==> src/logic/crcca_map.svh <==
// Register offsets, field positions, reset values and constants of the CRC control block
`ifndef CRCCA_MAP_SVH
`define CRCCA_MAP_SVH
`define CRCCA_ADDR_DATA    8'h91
`define CRCCA_ADDR_CTRL    8'h92
`define CRCCA_ADDR_IN      8'h93
`define CRCCA_ADDR_FLIP    8'h95
`define CRCCA_ADDR_AUTO    8'h96
`define CRCCA_ADDR_CNT     8'h97
`define CRCCA_CTRL_SEL_BIT 4
`define CRCCA_CTRL_INIT_BIT 3
`define CRCCA_CTRL_VAL_BIT 2
`define CRCCA_AUTO_EN_BIT  7
`define CRCCA_CTRL_RESET   8'h00
`define CRCCA_INIT_ZEROS   32'h00000000
`define CRCCA_INIT_ONES    32'hFFFFFFFF
`define CRCCA_POLY32_REFL  32'hEDB88320
`define CRCCA_POLY16       16'h1021
`define CRCCA_SECTOR_SHIFT 10
`endif

==> src/logic/crcca_pkg.sv <==
// Types shared by the CRC control block
package crcca_pkg;
   typedef struct packed {
      logic [7:0] addr;
      logic       wr;
      logic       rd;
      logic [7:0] wdata;
   } crcca_sfr_t;

   typedef struct packed {
      logic       poly16;
      logic       init_ones;
      logic [1:0] ptr;
   } crcca_ctrl_t;

   typedef enum logic [0:0] {
      CRCCA_IDLE = 1'b0,
      CRCCA_RUN  = 1'b1
   } crcca_state_t;
endpackage

==> src/logic/crcca_top.sv <==
// CRC unit: control register, result access, byte input and automatic flash CRC
// Function
// - Control bits 7:5 read zero, writes ignored
// - Select 0 uses 32-bit polynomial 04C11DB7
// - Select 1 uses 16-bit polynomial 1021
// - Writing init bit loads whole result
// - Init value select: zeros or all ones
// - Pointer picks result byte for data port
// - Pointer increments after each data access
// - 32-bit mode pointer maps bytes 0..3
// - 16-bit mode pointer bit 0 picks byte
// - Third fetched opcode after auto start invalid
// - Each input byte folds into result
// - 16-bit algorithm MSB-first, shift left
// - 32-bit algorithm reflected, shift right
// - Auto enable makes control write start flash CRC when idle with nonzero sector count
`timescale 1ns/1ps
`include "crcca_map.svh"
module crcca_top (
   input  wire logic               mclk,
   input  wire logic               rst,
   input  wire crcca_pkg::crcca_sfr_t sfr,
   output logic      [7:0]         sfr_rdata_ff,
   output logic                    flash_req_ff,
   output logic      [15:0]        flash_addr_ff,
   input  wire logic [7:0]         flash_rdata,
   input  wire logic               flash_ack,
   output logic                    cpu_hold_ff
);
   import crcca_pkg::*;

   crcca_ctrl_t  ctrl_ff;
   crcca_ctrl_t  nxt_ctrl;
   crcca_state_t state_ff;
   crcca_state_t nxt_state;
   logic [31:0]  result_ff;
   logic [31:0]  nxt_result;
   logic [31:0]  fold_out;
   logic [7:0]   flip_ff;
   logic         auto_en_ff;
   logic [5:0]   start_sec_ff;
   logic [5:0]   sec_cnt_ff;
   logic [15:0]  remain_ff;

   function automatic logic [1:0] byte_idx(input logic sel16, input logic [1:0] p);
      byte_idx = sel16 ? {1'b0, p[0]} : p;
   endfunction

   function automatic logic [7:0] pick_byte(input logic [31:0] r, input logic [1:0] i);
      pick_byte = r[8*i +: 8];
   endfunction

   wire wr_ctrl  = sfr.wr && (sfr.addr == `CRCCA_ADDR_CTRL);
   wire rd_ctrl  = sfr.rd && (sfr.addr == `CRCCA_ADDR_CTRL);
   wire wr_data  = sfr.wr && (sfr.addr == `CRCCA_ADDR_DATA);
   wire rd_data  = sfr.rd && (sfr.addr == `CRCCA_ADDR_DATA);
   wire wr_in    = sfr.wr && (sfr.addr == `CRCCA_ADDR_IN);
   wire wr_flip  = sfr.wr && (sfr.addr == `CRCCA_ADDR_FLIP);
   wire wr_auto  = sfr.wr && (sfr.addr == `CRCCA_ADDR_AUTO);
   wire wr_cnt   = sfr.wr && (sfr.addr == `CRCCA_ADDR_CNT);
   wire init_hit = wr_ctrl && sfr.wdata[`CRCCA_CTRL_INIT_BIT];
   // start on a control write while enabled, idle and with a nonzero sector count
   wire auto_go  = wr_ctrl && auto_en_ff && (state_ff == CRCCA_IDLE) && (sec_cnt_ff != 6'h00);
   wire flash_hit = (state_ff == CRCCA_RUN) && flash_ack;
   wire last_byte = flash_hit && (remain_ff == 16'h0001);
   wire [1:0] cur_idx = byte_idx(ctrl_ff.poly16, ctrl_ff.ptr);
   wire [7:0] fold_din = wr_in ? sfr.wdata : flash_rdata;

   // shared fold for CPU bytes and flash bytes
   crcca_engine u_engine (
      .poly16  (ctrl_ff.poly16),
      .crc_in  (result_ff),
      .din     (fold_din),
      .crc_out (fold_out)
   );

   // Read mux; unmapped offsets read as zero
   logic [7:0] rd_mux;
   always_comb begin
      if (sfr.addr == `CRCCA_ADDR_CTRL) begin
         // upper bits and init bit read zero
         rd_mux = {3'b000, ctrl_ff.poly16, 1'b0, ctrl_ff.init_ones, ctrl_ff.ptr};
      end else if (sfr.addr == `CRCCA_ADDR_DATA) begin
         rd_mux = pick_byte(result_ff, cur_idx);
      end else if (sfr.addr == `CRCCA_ADDR_FLIP) begin
         rd_mux = flip_ff;
      end else if (sfr.addr == `CRCCA_ADDR_AUTO) begin
         // Done bit is the inverse of busy; the CPU is held while busy
         rd_mux = {auto_en_ff, state_ff == CRCCA_IDLE, start_sec_ff};
      end else if (sfr.addr == `CRCCA_ADDR_CNT) begin
         rd_mux = {2'b00, sec_cnt_ff};
      end else begin
         rd_mux = 8'h00;
      end
   end

   always_comb begin
      nxt_ctrl = ctrl_ff;
      if (wr_ctrl) begin
         nxt_ctrl.poly16    = sfr.wdata[`CRCCA_CTRL_SEL_BIT];
         nxt_ctrl.init_ones = sfr.wdata[`CRCCA_CTRL_VAL_BIT];
         nxt_ctrl.ptr       = sfr.wdata[1:0];
      end else if (wr_data || rd_data) begin
         nxt_ctrl.ptr = ctrl_ff.ptr + 2'h1;
      end
   end

   always_comb begin
      nxt_result = result_ff;
      if (init_hit) begin
         // whole result loaded, 16-bit mode too
         nxt_result = sfr.wdata[`CRCCA_CTRL_VAL_BIT] ? `CRCCA_INIT_ONES : `CRCCA_INIT_ZEROS;
      end else if (wr_data) begin
         nxt_result[8*cur_idx +: 8] = sfr.wdata;
      end else if (wr_in || flash_hit) begin
         nxt_result = fold_out;
      end
   end

   always_comb begin
      nxt_state = state_ff;
      case (state_ff)
         CRCCA_IDLE: begin
            if (auto_go) begin
               nxt_state = CRCCA_RUN;
            end
         end
         CRCCA_RUN: begin
            if (last_byte) begin
               nxt_state = CRCCA_IDLE;
            end
         end
         default: begin
            nxt_state = CRCCA_IDLE;
         end
      endcase
   end

   always_ff @(posedge mclk) begin
      if (rst) begin
         ctrl_ff  <= crcca_ctrl_t'(`CRCCA_CTRL_RESET);
         state_ff <= CRCCA_IDLE;
         result_ff <= `CRCCA_INIT_ZEROS;
      end else begin
         ctrl_ff   <= nxt_ctrl;
         state_ff  <= nxt_state;
         result_ff <= nxt_result;
      end
   end

   always_ff @(posedge mclk) begin
      if (rst) begin
         sfr_rdata_ff <= 8'h00;
         flip_ff      <= 8'h00;
         auto_en_ff   <= 1'b0;
         start_sec_ff <= 6'h00;
         sec_cnt_ff   <= 6'h00;
      end else begin
         if (sfr.rd) begin
            sfr_rdata_ff <= rd_mux;
         end
         if (wr_flip) begin
            flip_ff <= {<<{sfr.wdata}};
         end
         if (wr_auto) begin
            auto_en_ff   <= sfr.wdata[`CRCCA_AUTO_EN_BIT];
            start_sec_ff <= sfr.wdata[5:0];
         end
         if (wr_cnt) begin
            sec_cnt_ff <= sfr.wdata[5:0];
         end
      end
   end

   // hold rises one cycle after the starting write, so the
   // fetch already in flight then may return an indeterminate byte
   always_ff @(posedge mclk) begin
      if (rst) begin
         cpu_hold_ff   <= 1'b0;
         flash_req_ff  <= 1'b0;
         flash_addr_ff <= 16'h0000;
         remain_ff     <= 16'h0000;
      end else if (auto_go) begin
         cpu_hold_ff   <= 1'b1;
         flash_req_ff  <= 1'b1;
         flash_addr_ff <= 16'({start_sec_ff, 10'h000});
         remain_ff     <= 16'({sec_cnt_ff, 10'h000});
      end else if (flash_hit) begin
         cpu_hold_ff   <= !last_byte;
         flash_req_ff  <= !last_byte;
         flash_addr_ff <= flash_addr_ff + 16'h0001;
         remain_ff     <= remain_ff - 16'h0001;
      end
   end
endmodule // crcca_top

==> src/logic/crcca_engine.sv <==
// Byte-wide CRC fold, reflected 32-bit or MSB-first 16-bit
`timescale 1ns/1ps
`include "crcca_map.svh"
module crcca_engine (
   input  wire logic        poly16,
   input  wire logic [31:0] crc_in,
   input  wire logic [7:0]  din,
   output logic      [31:0] crc_out
);
   import crcca_pkg::*;

   function automatic logic [31:0] fold(input logic sel16, input logic [31:0] c,
                                        input logic [7:0] d);
      logic [31:0] r;
      logic [15:0] h;
      r = c ^ {24'h000000, d};
      h = c[15:0] ^ {d, 8'h00};
      for (int i = 0; i < 8; i++) begin
         r = r[0] ? ((r >> 1) ^ `CRCCA_POLY32_REFL) : (r >> 1);
         h = h[15] ? ((h << 1) ^ `CRCCA_POLY16) : (h << 1);
      end
      // Upper half is left untouched in 16-bit mode
      fold = sel16 ? {c[31:16], h} : r;
   endfunction

   always_comb begin
      crc_out = fold(poly16, crc_in, din);
   end
endmodule // crcca_engine

==> config.mk <==
export PLATFORM = sky130hd
export DESIGN_NAME = crcca_top
export DESIGN_NICKNAME = d
export VERILOG_FILES = /design/src/logic/crcca_pkg.sv /design/src/logic/crcca_top.sv /design/src/logic/crcca_engine.sv
export VERILOG_INCLUDE_DIRS = /design/src /design/src/logic
export SDC_FILE = /design/constraint.sdc
export NUM_CORES = 1
export LEC_CHECK = 0
export BUFFER_PORTS_ARGS = -buffer_cell sky130_fd_sc_hd__buf_2
export CAP_MARGIN = 10
export CORE_MARGIN = 2
export CORE_UTILIZATION = 63
export CTS_BUF_LIST = sky130_fd_sc_hd__clkbuf_8
export DETAILED_ROUTE_END_ITERATION = 8
export PLACE_DENSITY = 0.8
export REMOVE_ABC_BUFFERS = 1
export SYNTH_ARGS = -nofsm -noshare
export SYNTH_HDL_FRONTEND = slang
export SYNTH_HIERARCHICAL = 1
export SYNTH_SLANG_ARGS = --single-unit
==> constraint.sdc <==
create_clock -name mclk -period 3.5 [get_ports mclk]
set_clock_uncertainty 0.05 [all_clocks]
set_input_delay 0.175 -clock mclk [delete_from_list [all_inputs] [get_ports mclk]]
set_output_delay 0.175 -clock mclk [all_outputs]
set_load 0.02 [all_outputs]
Word level (Yosys, flattened, before mapping) --
Cells that the tools add are included. W data, S select, Z words.
Storage, ports and cells: flip-flop bits (word level) 99, logic and storage cells 112
Operators by class: add/subtract/negate cells 4, equality and inequality tests 8, shifts and indexed selects 3, mux-type cells 40, bitwise gates (word level) 19, reduce and logical (&&, ||, !) cells 22
Operator list (count):
- $mux W32 | 13
- $not A13 Y14 | 8
- $mux W13 | 8
- $mux W16 | 4
- $eq A8 B8 Y1 const B | 6
- $mux W8 | 5
- $neg A5 Y34 | 1
- $shift A8 B34 Y32 const A | 1
- $shiftx A8 B34 Y32 | 1
- $bwmux W32 | 1
- $shiftx A32 B6 Y8 | 1
- $xor A32 B8 Y32 | 1
- $not A3 Y3 | 8
- $add A16 B1 Y16 const B | 1
- $eq A16 B1 Y1 const B | 1
- $sub A16 B1 Y16 const B | 1
- $xor A16 B16 Y16 | 1
- $logic_and A1 B1 Y1 | 13
- $mux W2 | 3
- $mux W6 | 1
- $reduce_bool A6 Y1 | 1
- $mux W1 | 4
- $reduce_bool A2 Y1 | 2
- $ne A3 B1 Y1 const B | 1
- 8 further kinds | 9

Logic depth before layout (Yosys ltp) --
depth after elaboration 24, mapped depth 11, gate-level depth less buffers 11

Cells and area by module --
Netlist, hierarchy kept.
Modules (own cells, without submodules):
- crcca_top | instances 1, cells each 570, area an instance 5218.8 um^2, seq. area each 1981.9 um^2
- crcca_engine | instances 1, cells each 155, area an instance 1323.8 um^2, seq. area each 0.0 um^2

Least setup slack after synthesis --
Ideal clock, no wire load.
kind input to register, start in sfr[13] (netlist bit), end reg result_ff[26], setup time 135 ps, arrival 2893 ps, required time 3315 ps, slack 422 ps, cell stages on the path 11, cells stage by stage nor3b_2 > nand2_2 > nor4b_4 > mux2_2 > xnor2_4 > xor2_4 > xnor2_2 > xnor2_1 > mux2_2 > a32oi_1 > a211oi_1
On the way: elaborated cells on any way between the ends 31, those cells by class 4 x eq/ne; 13 x mux; 7 x bitwise; 7 x reduce/logical
RTL lines:
- from (decl) | line crcca_top.sv:22 | input wire crcca_pkg::crcca_sfr_t sfr,
- $eq A8 B8 Y1 (no source line)
- $logic_and A1 B1 Y1 | line crcca_top.sv:57 | wire wr_in = sfr.wr && (sfr.addr == `CRCCA_ADDR_IN);
- $mux W8 | line crcca_top.sv:67 | wire [7:0] fold_din = wr_in ? sfr.wdata : flash_rdata;
- net fold_din[1] | line crcca_top.sv:67
- $xor A32 B8 Y32 | line crcca_engine.sv:16 | r = c ^ {24'h000000, d};
- $mux W32 (8 in series) | line crcca_engine.sv:19 | r = r[0] ? ((r >> 1) ^ `CRCCA_POLY32_REFL) : (r >> 1);
- $mux W32 | line crcca_engine.sv:23 | fold = sel16 ? {c[31:16], h} : r;
- net fold_out[26] | line crcca_top.sv:38 | logic [31:0] fold_out;
- $mux W32 | line crcca_top.sv:115 | end else if (wr_in || flash_hit) begin
- $mux W32 | line crcca_top.sv:113 | end else if (wr_data) begin
- $mux W32 | line crcca_top.sv:110 | if (init_hit) begin
- to (signal assigned) | line crcca_top.sv:143 | result_ff <= `CRCCA_INIT_ZEROS;
- to (signal assigned) | line crcca_top.sv:147 | result_ff <= nxt_result;
- to (decl) | line crcca_top.sv:36 | logic [31:0] result_ff;
The timed path passes the listed nets, and every way through them passes these cells. The select of a mux whose other input is x is not followed. A chain may end at the register's enable or synchronous reset.

Worst setup path in the final report --
start in sfr[13] (netlist bit), end reg result_ff[20]
On the way: elaborated cells on any way between the ends 31, those cells by class 4 x eq/ne; 13 x mux; 7 x bitwise; 7 x reduce/logical
RTL lines (line):
- $eq A8 B8 Y1 (no source line) *
- $logic_and A1 B1 Y1 * | crcca_top.sv:57
- $mux W8 * | crcca_top.sv:67
- net fold_din[4] | crcca_top.sv:67
- $xor A32 B8 Y32 * | crcca_engine.sv:16
- $mux W32 * (6 in series) | crcca_engine.sv:19
- $not A13 Y14 (no source line)
- $mux W32 * | crcca_engine.sv:19
- $not A13 Y14 (no source line)
- $mux W32 * | crcca_engine.sv:19
- $mux W32 * | crcca_engine.sv:23
- net fold_out[20] | crcca_top.sv:38
- $mux W32 * | crcca_top.sv:115
- $mux W32 * | crcca_top.sv:113
- $mux W32 * | crcca_top.sv:110
Mark *: on every way through the listed nets, which the timed path passes. The rest lies on a longest branch. The select of a mux whose other input is x is not followed.

==> results_dict.tcl <==
set metrics [dict create \
    tns_ns 0 \
    period_needed_ns 2.96 \
    cp-start-kind "input port" \
    die_h_um 106 \
    drt_wl_total_um 18600 \
    max_stage_delay_ns 0.40 \
    dpl.cell_count 887 \
    num_io_pins 55 \
    synth-compound-area-share 0.166 \
    synth_seq_cells 99 \
    synth_top_area_frac 0.303 \
    synth_edf_count 0 \
    final_util 0.700 \
    yosys.cell_count.top_type "dfxtp_1" \
    grt-ovfl-total 0 \
    synth_area_um2 6540 \
    async_flop_share 0 \
    gp_congestion 0.969 \
    postCtsSetupBuffers 0 \
    seq_area_frac_synth 0.303 \
    crit_top_cell "xnor2_1" \
    antenna_cells 0 \
    avgSynthCellArea_um2 9.02 \
    area_growth_pct 8.91 \
    clkTransAtPathRegs_ns 0.11 \
    worst-path-max-fanout 8 \
    grt_pass1_vias 5590 \
    drive_above_1_share 0.201 \
    hpwl_um 13200 \
    synth_top_family_by_area "simple AND/OR/NAND/NOR gates" \
    fin_crit_sh 0.845 \
    drt_iter0_markers 567 \
    crit_path_top_delay_cell "mux2_2" \
    core-area_um2 10200 \
    insertion_delay_ns 0.41 \
    rows 37 \
    maxCapViolCount 0 \
    antenna_found_initial 0 \
    crit_arrival_ns 3.16 \
    power_leakage_nw 2.61 \
    synth_common_cells "dfxtp_1 (99), nor2_1 (86), xnor2_1 (71), nand2_1 (55), xor2_1 (33)" \
    grt_usage 0.338 \
    synth_fa_ha_area_frac 0.0153 \
    criticalPathCategory "input port to flip-flop" \
    fin_ws_ns 0.544 \
    ys_types 66 \
    outcome "finished clean" \
    post-route-drc-count 0 \
    cts_tree "yes" \
    cts_max_level 3 \
    wl_per_cell_um 20.6 \
    grt_setup_unrepaired "false" \
    power_density_nw_per_um2 333 \
    vias_per_cell 6.44 \
    cts_root_buffer "clkbuf_8" \
    firstDrtPassIters 5 \
    synthMuxAreaShare 0.101 \
    yosysWarnings 6 \
    layout.cells.non_filler 903 \
    port_buffers 54 \
    tightest_slew_ns 1.20 \
    synth_area_leaders "dfxtp_1 (30%), xnor2_1 (9.5%), nor2_1 (4.9%), mux2i_1 (4.6%), xor2_1 (4.4%)" \
    clk_path_buf_depth 2 \
    grt_pass1_wl_um 29400 \
    synth_flop_cell "dfxtp_1" \
    start_util 0.642 \
    synth-xor-area-share 0.188 \
    max-vdd-ir-drop_mv 0.286 \
    cp_cell_sequence "buf_2, nor3b_2, nand2_2, nor4b_4, buf_4, mux2_2, xnor2_2, xnor2_1, xnor2_1, xnor2_1, o21ai_1, a32oi_1, a22oi_1" \
    yosysTopAreaCell "dfxtp_1" \
    cts_sinks 99 \
    finalSetupViolCount 0 \
    cpLargestDelayFamily "XOR/XNOR gates" \
    synthSimpleGateAreaFrac 0.194 \
    cp_num_buf_inv 2 \
    relSlewSlack 0.200 \
    hold_viol_final 0 \
    cts_buffers 9 \
    dieArea_um2 11200 \
    die_w_um 106 \
    nNetsFinal 799 \
    cp-end-kind "flip-flop" \
    synth_cells 725 \
    post_cts.resized_instances 0 \
    via_count 5817 \
    ctsHoldBuffers 0 \
    pre_cts_slack_ns 0.169 \
    grt_max_degree 57 \
    drv_slew 0 \
    required_ns 3.70 \
    fmaxAchievable_mhz 338 \
    worstHoldPathType "input port to flip-flop" \
    final_antenna_net_count 0 \
]
==> routing by layer <==
| metal | track usage | up-vias | share of wire |
|---|---|---|---|
| met4 | 0.164 | 0 | 0.036 |
| met1 | 0.426 | 2810 | 0.40 |
| met2 | 0.553 | 270 | 0.49 |
| met5 | 0 | - | 0 |
| li1 | - | 2677 | - |
| met3 | 0.0730 | 60 | 0.076 |
==> worst register-to-register path, stage by stage, from the launching register on <==
cell and delay, ns:
dfxtp_1 0.40, nor2b_1 0.15, buf_4 0.22, inv_1 0.11, ha_1 0.27, nor2_1 0.20
and4_1 0.44, a32oi_1 0.17, a22oi_1 0.28
==> cell type report <==
cell class,count,area (um2)
Fill cell,867,3060
Tap cell,136,170
Timing Repair Buffer,71,398
Clock buffer,9,124
Inverter,7,26.3
Sequential cell,99,1980
Multi-Input combinational cell,574,4340
Clock inverter,7,85.1
==> through the flow <==
step | hold WS (ns) | instance area [um2] | power (W)
detailed placement | 0.376 | 6920 | 0.00159
finish | 0.0661 | 7130 | 0.00237
CTS | 0.0559 | 7130 | 0.00238
global route | 0.104 | 7130 | 0.00246
floorplan | 0.194 | 6350 | 0.00146
global placement | 0.372 | 6920 | 0.00158
==> final timing paths <==
path,depth (start not counted),startpoint,slack (ns),endpoint
hold / removal,2,sfr[8],0.07,sfr_rdata_ff[2]$_SDFFE_PP0P_
setup / recovery,13,sfr[13],0.54,result_ff[20]$_SDFFE_PP0P_
setup reg to reg,8,ctrl_ff[1]$_SDFFE_PP0P_,1.14,result_ff[18]$_SDFFE_PP0P_
hold reg to reg,2,sfr_rdata_ff[3]$_SDFFE_PP0P_,0.39,sfr_rdata_ff[3]$_SDFFE_PP0P_
==> sequential cells by signal, indices dropped and copies added, names as in the netlist <==
| name | flops |
|---|---|
| result_ff | 32 |
| flash_addr_ff | 16 |
| remain_ff | 16 |
| flip_ff | 8 |
| sfr_rdata_ff | 8 |
| sec_cnt_ff | 6 |
| start_sec_ff | 6 |
| ctrl_ff | 4 |
| auto_en_ff | 1 |
| cpu_hold_ff | 1 |
| state_ff | 1 |
==> cells in the final DEF, fill, tap and decap left out, types with 20 or more instances in the layout <==
cell	n
nand2_1	55
a32oi_1	32
xnor2_1	71
xor2_1	33
dfxtp_1	98
a211oi_1	26
mux2i_1	30
nor2_1	86
o21ai_0	25
nand2b_1	20
buf_2	54
==> logic make-up (layout without fill, tap and decap cells) <==
kind of cell	count (synthesis)	after routing
flip-flops	99	99
buffers and inverters	52	94
adder cells (fa/ha/maj)	8	8
AO/OA/AOI/OAI	151	151
XOR/XNOR	120	120
AND/OR/NAND/NOR	241	241
multiplexers	54	54
==> power breakdown <==
part           switching [W]  internal [W]
clock network       0.000457      0.000342
registers         0.00000425       0.00113
logic               0.000250      0.000190
total               0.000711       0.00166
Note: power is estimated with default switching activity, not from simulation.
